==> config.mk <==
export PLATFORM = sky130hd
export DESIGN_NAME = dio_port
export DESIGN_NICKNAME = d
export VERILOG_FILES = /design/src/rtl/dio_pkg.sv /design/src/rtl/dio_tick_if.sv /design/src/rtl/dio_tick_gen.sv /design/src/rtl/dio_port.sv
export SDC_FILE = /design/constraint.sdc
export NUM_CORES = 1
export LEC_CHECK = 0
export BUFFER_PORTS_ARGS = -buffer_cell sky130_fd_sc_hd__buf_2
export CAP_MARGIN = 5
export CORE_MARGIN = 1
export CORE_UTILIZATION = 34
export CTS_CLUSTER_DIAMETER = 50
export DETAILED_ROUTE_END_ITERATION = 8
export MAX_ROUTING_LAYER = met4
export SLEW_MARGIN = 20
export SYNTH_ARGS = -nofsm -noshare
export SYNTH_HDL_FRONTEND = slang
export SYNTH_SLANG_ARGS = --single-unit
==> constraint.sdc <==
create_clock -name clock -period 14 [get_ports clock]
set_input_delay 1.4 -clock clock [delete_from_list [all_inputs] [get_ports clock]]
set_output_delay 1.4 -clock clock [all_outputs]
set_load 0.02 [all_outputs]
==> src/rtl/dio_pkg.sv <==
package dio_pkg;
    // ==========================================================
    // Port widths
    localparam int N_IN = 8;
    localparam int N_OUT = 8;
    localparam int CFG_W = 16;

    // ==========================================================
    // Time base
    localparam int CLK_MHZ = 200;
    localparam int TICK_US = 1000;
    localparam int TICK_CYCLES = CLK_MHZ * TICK_US;
    localparam int TICK_CNT_W = 18;
    localparam int RES_MS = 10;
    localparam logic [3:0] RES_MS_M1 = 4'h9;

    // ==========================================================
    // Reset values
    localparam logic [7:0] OUT_RESET = 8'h00;
    localparam logic [7:0] IN_RESET = 8'h00;
endpackage

==> src/rtl/dio_tick_if.sv <==
interface dio_tick_if;
    logic tick_10ms;
    modport src (output tick_10ms);
    modport dst (input tick_10ms);
endinterface

==> src/rtl/dio_tick_gen.sv <==
module dio_tick_gen #(
    parameter int TICK_CYCLES = dio_pkg::TICK_CYCLES
) (
    input wire logic clock,
    input wire logic rst_sync_b,
    dio_tick_if.src tick
);
    logic [dio_pkg::TICK_CNT_W-1:0] cycle_cnt;
    logic [3:0] ms_cnt;
    logic ms_pulse;

    // ==========================================================
    // Millisecond divider
    always_ff @(posedge clock or negedge rst_sync_b)
    begin
        if (!rst_sync_b)
        begin
            cycle_cnt <= '0;
            ms_pulse <= 1'b0;
        end
        else if (cycle_cnt == dio_pkg::TICK_CNT_W'(TICK_CYCLES - 1))
        begin
            cycle_cnt <= '0;
            ms_pulse <= 1'b1;
        end
        else
        begin
            cycle_cnt <= cycle_cnt + 1'b1;
            ms_pulse <= 1'b0;
        end
    end

    // ==========================================================
    // Ten millisecond resolution tick
    always_ff @(posedge clock or negedge rst_sync_b)
    begin
        if (!rst_sync_b)
        begin
            ms_cnt <= '0;
            tick.tick_10ms <= 1'b0;
        end
        else
        begin
            tick.tick_10ms <= 1'b0;
            if (ms_pulse)
            begin
                if (ms_cnt == dio_pkg::RES_MS_M1)
                begin
                    ms_cnt <= '0;
                    tick.tick_10ms <= 1'b1;
                end
                else
                begin
                    ms_cnt <= ms_cnt + 1'b1;
                end
            end
        end
    end
endmodule

==> src/rtl/dio_port.sv <==
// Operation
// - Input level accepted only after staying stable for the qualification time.
// - Qualification time set in 1ms, applied truncated to 10ms steps.
// - Commanded outputs drive pins only after the output delay elapses.
// - Zero output delay applies commanded values immediately.
// - Output delay set in 1ms, timed truncated to 10ms steps.
// - Output commands arriving while the delay runs are discarded.
// - With reporting enabled, any qualified input change raises an unsolicited report.
module dio_port #(
    parameter int TICK_CYCLES = dio_pkg::TICK_CYCLES
) (
    input wire logic clock,
    input wire logic rst_b,
    input wire logic [dio_pkg::N_IN-1:0] in_pin,
    input wire logic [dio_pkg::CFG_W-1:0] valid_time_ms,
    input wire logic [dio_pkg::CFG_W-1:0] out_delay_ms,
    input wire logic notify_en,
    input wire logic out_cmd_valid,
    input wire logic [dio_pkg::N_OUT-1:0] out_cmd_data,
    output logic out_cmd_taken,
    output logic out_cmd_dropped,
    output logic [dio_pkg::N_OUT-1:0] out_pin,
    output logic [dio_pkg::N_IN-1:0] in_state,
    output logic delay_busy,
    output logic notify_req
);
    typedef enum logic [1:0] {
        IDLE = 2'b01,
        WAIT = 2'b10
    } dio_out_e;

    logic rst_meta_b;
    logic rst_sync_b;
    logic [dio_pkg::N_IN-1:0] in_meta;
    logic [dio_pkg::N_IN-1:0] in_sync;
    logic [dio_pkg::CFG_W-1:0] valid_ticks;
    logic [dio_pkg::CFG_W-1:0] delay_ticks;
    logic [dio_pkg::N_IN-1:0] in_changed;
    logic [dio_pkg::CFG_W-1:0] delay_cnt;
    logic [dio_pkg::N_OUT-1:0] pend_data;
    logic delay_done;
    dio_out_e out_state;
    dio_tick_if tick_bus ();

    // ==========================================================
    // Reset release
    always_ff @(posedge clock or negedge rst_b)
    begin
        if (!rst_b)
        begin
            rst_meta_b <= 1'b0;
            rst_sync_b <= 1'b0;
        end
        else
        begin
            rst_meta_b <= 1'b1;
            rst_sync_b <= rst_meta_b;
        end
    end

    // Pin synchroniser
    always_ff @(posedge clock or negedge rst_sync_b)
    begin
        if (!rst_sync_b)
        begin
            in_meta <= dio_pkg::IN_RESET;
            in_sync <= dio_pkg::IN_RESET;
        end
        else
        begin
            in_meta <= in_pin;
            in_sync <= in_meta;
        end
    end

    dio_tick_gen #(
        .TICK_CYCLES(TICK_CYCLES)
    ) u_tick (
        .clock(clock),
        .rst_sync_b(rst_sync_b),
        .tick(tick_bus.src)
    );

    // ==========================================================
    // Truncate millisecond settings to 10ms tick counts
    assign valid_ticks = valid_time_ms / dio_pkg::CFG_W'(dio_pkg::RES_MS);
    assign delay_ticks = out_delay_ms / dio_pkg::CFG_W'(dio_pkg::RES_MS);

    // ==========================================================
    // Per-input qualification
    genvar gi;
    generate
        for (gi = 0; gi < dio_pkg::N_IN; gi++)
        begin : g_in
            logic [dio_pkg::CFG_W-1:0] stable_cnt;

            // Restart while pin matches accepted state, accept once it has differed long enough
            always_ff @(posedge clock or negedge rst_sync_b)
            begin
                if (!rst_sync_b)
                begin
                    stable_cnt <= '0;
                    in_state[gi] <= dio_pkg::IN_RESET[gi];
                    in_changed[gi] <= 1'b0;
                end
                else
                begin
                    in_changed[gi] <= 1'b0;
                    if (in_sync[gi] == in_state[gi])
                    begin
                        stable_cnt <= '0;
                    end
                    else if (stable_cnt >= valid_ticks)
                    begin
                        in_state[gi] <= in_sync[gi];
                        in_changed[gi] <= 1'b1;
                        stable_cnt <= '0;
                    end
                    else if (tick_bus.tick_10ms)
                    begin
                        stable_cnt <= stable_cnt + 1'b1;
                    end
                end
            end
        end
    endgenerate

    // ==========================================================
    // Unsolicited report event from qualified changes
    always_ff @(posedge clock or negedge rst_sync_b)
    begin
        if (!rst_sync_b)
        begin
            notify_req <= 1'b0;
        end
        else
        begin
            notify_req <= notify_en && (|in_changed);
        end
    end

    // ==========================================================
    // Output delay machine
    assign out_cmd_taken = out_cmd_valid && (out_state == IDLE);
    assign out_cmd_dropped = out_cmd_valid && (out_state == WAIT);
    assign delay_busy = (out_state == WAIT);
    assign delay_done = (out_state == WAIT) && tick_bus.tick_10ms && (delay_cnt == dio_pkg::CFG_W'(1));

    // Timer state: idle or counting down
    always_ff @(posedge clock or negedge rst_sync_b)
    begin
        if (!rst_sync_b)
        begin
            out_state <= IDLE;
        end
        else
        begin
            unique case (out_state)
                IDLE:
                begin
                    if (out_cmd_valid && (delay_ticks != '0))
                    begin
                        out_state <= WAIT;
                    end
                end
                WAIT:
                begin
                    // Commands here are dropped; only the timer ends the wait
                    if (delay_done)
                    begin
                        out_state <= IDLE;
                    end
                end
                default:
                begin
                    out_state <= IDLE;
                end
            endcase
        end
    end

    // Delay countdown in 10ms ticks, loaded at acceptance
    always_ff @(posedge clock or negedge rst_sync_b)
    begin
        if (!rst_sync_b)
        begin
            delay_cnt <= '0;
        end
        else if (out_cmd_taken)
        begin
            delay_cnt <= delay_ticks;
        end
        else if (delay_busy && tick_bus.tick_10ms)
        begin
            delay_cnt <= delay_cnt - 1'b1;
        end
    end

    // Pending value, only from accepted commands
    always_ff @(posedge clock or negedge rst_sync_b)
    begin
        if (!rst_sync_b)
        begin
            pend_data <= dio_pkg::OUT_RESET;
        end
        else if (out_cmd_taken)
        begin
            pend_data <= out_cmd_data;
        end
    end

    // Output port register
    always_ff @(posedge clock or negedge rst_sync_b)
    begin
        if (!rst_sync_b)
        begin
            out_pin <= dio_pkg::OUT_RESET;
        end
        else if (out_cmd_taken && (delay_ticks == '0))
        begin
            out_pin <= out_cmd_data;
        end
        else if (delay_done)
        begin
            out_pin <= pend_data;
        end
    end
endmodule

==> flow_summary_export.csv <==
group,metric,value,unit
run_status,status,"complete, no violations",
synth,async_flop_share,1.00,
critical_path,crit_path_start_kind,"input pin",
clock_tree,clock_latency,0.57,ns
route,wl_met2,15700,microns
floorplanning,die_w,214,microns
synth,synth.distinct_cells,107,
clock_tree,cts_buffers,30,
sta,hold_viol,0,
critical_path,path_common_cell,"a21o_1",
grt,grt_pass1_wl,59600,microns
sta,fin_skew,0.0301,ns
route,post_drt_wl_per_cell,14.7,microns
power_and_ir_drop,power_density,116,nW/um^2
sta,relSlewSlack,0.292,
synth,syn_avg_cell_area,8.97,sq um
floorplanning,ios,72,
synth,synth-edff-count,0,
placement,io_buffers,70,
clock_tree,cts.path.max_buffers,3,
route,drt_iter0_drc,792,
floorplanning,fp-row-count,77,
synth,synth.area.top_cells,"dfrtp_1, ha_1, nor2_1",
placement,dp_hpwl,23300,microns
synth,yosysSeqAreaShare,0.362,
floorplanning,core_area,44200,sq um
critical_path,crit_slowest_cell,"a211oi_2",
critical_path,critical_path_buf_inv_count,3,
sta,max_freq,0.0898,GHz
job,drv_cap,0,
floorplanning,die_h,214,microns
critical_path,arrival,11.60,ns
route,postRouteAntennaNets,0,
synth,synth_top_area_frac,0.360,
final_layout,drive_gt1_frac,0.113,
route,vias,12400,
sta,min_period_over_period,0.796,
final_layout,syn2layout_area_growth,12.5,%
sta,min_period,11.14,ns
synth,yosys_warnings,0,
final_layout,fin_nets,1915,
clock_tree,post_cts_buffers,0,
critical_path,cp.required,14.47,ns
synth,yosysTopAreaCell,"dfrtp_1",
route,via_per_inst,5.26,
sta,rsz0062_at_grt,"false",
placement,dpl.cell_count,2308,
critical_path,max_stage_delay,0.87,ns
power_and_ir_drop,power.leakage,7.67,nW
min_path,hp-class,"reg2reg",
floorplanning,start_util,0.345,
route,dr_wl_met3,1200,microns
grt,first_global_vias,12100,
clock_tree,cts-hold-fix-buffers,0,
final_layout,final_cells,2364,
route,wl,34700,microns
synth,synthCells,1703,
final_layout,fillers,4414,
route,drc,0,
clock_tree,clk_pin_slew_worst_paths,0.06,ns
sta,report.final.slew_viol_count,0,
power_and_ir_drop,ir_drop,0.0000862,V
grt,gr-total-overflow,0,
clock_tree,cts_root_buffer,"clkbuf_16",
sta,holdWs,0.344,ns
critical_path,cp_max_fo,20,
synth,synth_seq_cells,221,
grt,antenna_found_initial,0,
clock_tree,htree_levels,1,
route,first_pass_iters,6,
critical_path,cp-end-kind,"register",
sta,worst_slew_pin_slew,1.06,ns
critical_path,cpLargestDelayFamily,"compound AO/OA/AOI/OAI gates",
clock_tree,cts_resized,0,
grt,grt_max_degree,85,
final_layout,diodes,0,
clock_tree,numClockSinks,221,
placement,gp_congestion,0.887,
route,met1Wirelength,17000,microns
synth,synth_area,15300,sq um
synth,synth_flop_cell,"dfrtp_1",
route,top_layer,"met4",
floorplanning,die_area,45800,sq um
grt,track_usage,0.155,
sta,finalSetupViolCount,0,
critical_path,worstSetupPathType,"in2reg",
clock_tree,tritoncts,"yes",
sta,tns,0,ns
## synth_stat cells (all sizes together) (19+ instances only)
| master | n |
|---|---|
| nand3 | 60 |
| a21o | 46 |
| clkbuf | 51 |
| dfrtp | 220 |
| nand2b | 48 |
| a21oi | 73 |
| nor2 | 216 |
| xnor2 | 72 |
| and3 | 34 |
| nand2 | 159 |
| nand4 | 29 |
| nor2b | 35 |
| o21ai | 75 |
| ha | 115 |
| nor3 | 30 |
| inv | 41 |
| o211ai | 19 |
| buf | 26 |
| xor2 | 75 |
## worst reg2reg max path: stages, from the launching register on
cell and delay, ns:
dfrtp_1 0.46, inv_1 0.07, ha_1 0.28, nand2b_1 0.14, a21o_1 0.17, a21o_1 0.17
a21o_1 0.17, a21o_1 0.17, a21o_1 0.17, a21oi_1 0.14, nor2b_1 0.06, o21ai_0 0.19
nand2b_1 0.08, a21oi_1 0.15, nor2b_1 0.06, o21ai_0 0.14, nand2b_1 0.07, a21oi_1 0.25
nand2b_1 0.36, nor2_1 0.22
## cell families after synthesis
group | count (synthesis) | synth area share
XOR/XNOR | 147 | 0.0843
other | 2 | 0.000492
AO/OA/AOI/OAI | 356 | 0.169
multiplexers | 28 | 0.0203
adder cells (fa/ha/maj) | 121 | 0.0982
buffers and inverters | 120 | 0.0335
AND/OR/NAND/NOR | 708 | 0.232
flip-flops | 221 | 0.362
## registers in the layout, summed over array words and instances, names as in the netlist, 2 cells and up
register / flops
g_in.stable_cnt: 128
in_state: 8
out_state: 2
out_pin: 8
pend_data: 8
delay_cnt: 16
in_meta: 8
in_sync: 8
u_tick.cycle_cnt: 18
u_tick.ms_cnt: 4
in_changed: 8
## routing by layer
| metal | up-vias | track usage |
|---|---|---|
| met3 | 49 | 0.0188 |
| met2 | 235 | 0.245 |
| met4 | 0 | 0.0405 |
| met1 | 5948 | 0.211 |
| met5 | - | - |
| li1 | 6198 | - |
## path summary, 6_finish.rpt
path                                             from                    end  slack (ns)  cells past startpoint
worst min register to register             in_meta[2]             in_sync[2]        0.34                      0
max in group asynchronous                  rst_sync_b  g_in[6].stable_cnt[1]       12.10                      1
worst max register to register  g_in[6].stable_cnt[0]  g_in[6].stable_cnt[3]       10.38                     19
worst max-delay path                valid_time_ms[14]  g_in[0].stable_cnt[7]        2.86                     37
worst min-delay path                       in_meta[2]             in_sync[2]        0.34                      0
min in group asynchronous                  rst_sync_b  g_in[4].stable_cnt[0]        0.42                      0
## where the power goes
part / internal, mW / switching [mW] / total (mW)
combinational: 0.194 / 0.318 / 0.511
sequential: 0.683 / 0.0323 / 0.716
clock: 0.459 / 0.313 / 0.772
total: 1.34 / 0.663 / 2.00
## cell type report
class / instances / area (sq um) / share of cell area
Clock buffer: 35 / 800 / 0.0465
Clock inverter: 21 / 243 / 0.0141
Inverter: 43 / 161 / 0.00939
Multi-Input combinational cell: 1377 / 9310 / 0.542
Sequential cell: 221 / 5540 / 0.322
Tap cell: 592 / 741 / 0.0431
Timing Repair Buffer: 75 / 392 / 0.0228
## cell usage in the layout (no fill, tap or decap), types with 6 or more instances in the layout
| cell type | instances |
|---|---|
| a211oi_1 | 15 |
| clkinvlp_4 | 6 |
| nor3_1 | 28 |
| o211ai_1 | 19 |
| dfrtp_1 | 218 |
| a221o_1 | 11 |
| nand4_1 | 28 |
| o21ai_0 | 59 |
| or3_1 | 12 |
| nand3_1 | 60 |
| and4_1 | 10 |
| ha_1 | 115 |
| o31ai_1 | 6 |
| mux2_2 | 12 |
| and2_1 | 8 |
| buf_2 | 70 |
| o21ai_1 | 13 |
| nor2_1 | 215 |
| a21oi_1 | 68 |
| a21o_1 | 46 |
| a22oi_1 | 6 |
| inv_1 | 36 |
| conb_1 | 17 |
| xnor2_1 | 72 |
| and3_1 | 33 |
| xor2_1 | 75 |
| nand2b_1 | 48 |
| or4_1 | 14 |
| nand2_1 | 157 |
| mux2i_1 | 13 |
| nor4_1 | 11 |
| nor3b_1 | 8 |
| clkbuf_16 | 30 |
| nor2b_1 | 35 |
## through the flow
step	setup WS [ns]	util	instance area (sq um)	power [mW]
2_1_floorplan	5.11	-	15300	1.11
3_3_place_gp	2.62	0.365	16100	1.22
3_5_place_dp	2.32	0.365	16100	1.24
4_1_cts	2.91	0.388	17200	2.02
5_1_grt	2.05	0.389	17200	2.13
6_report	2.86	0.389	17200	2.00
(Power assumes the default switching activity.)
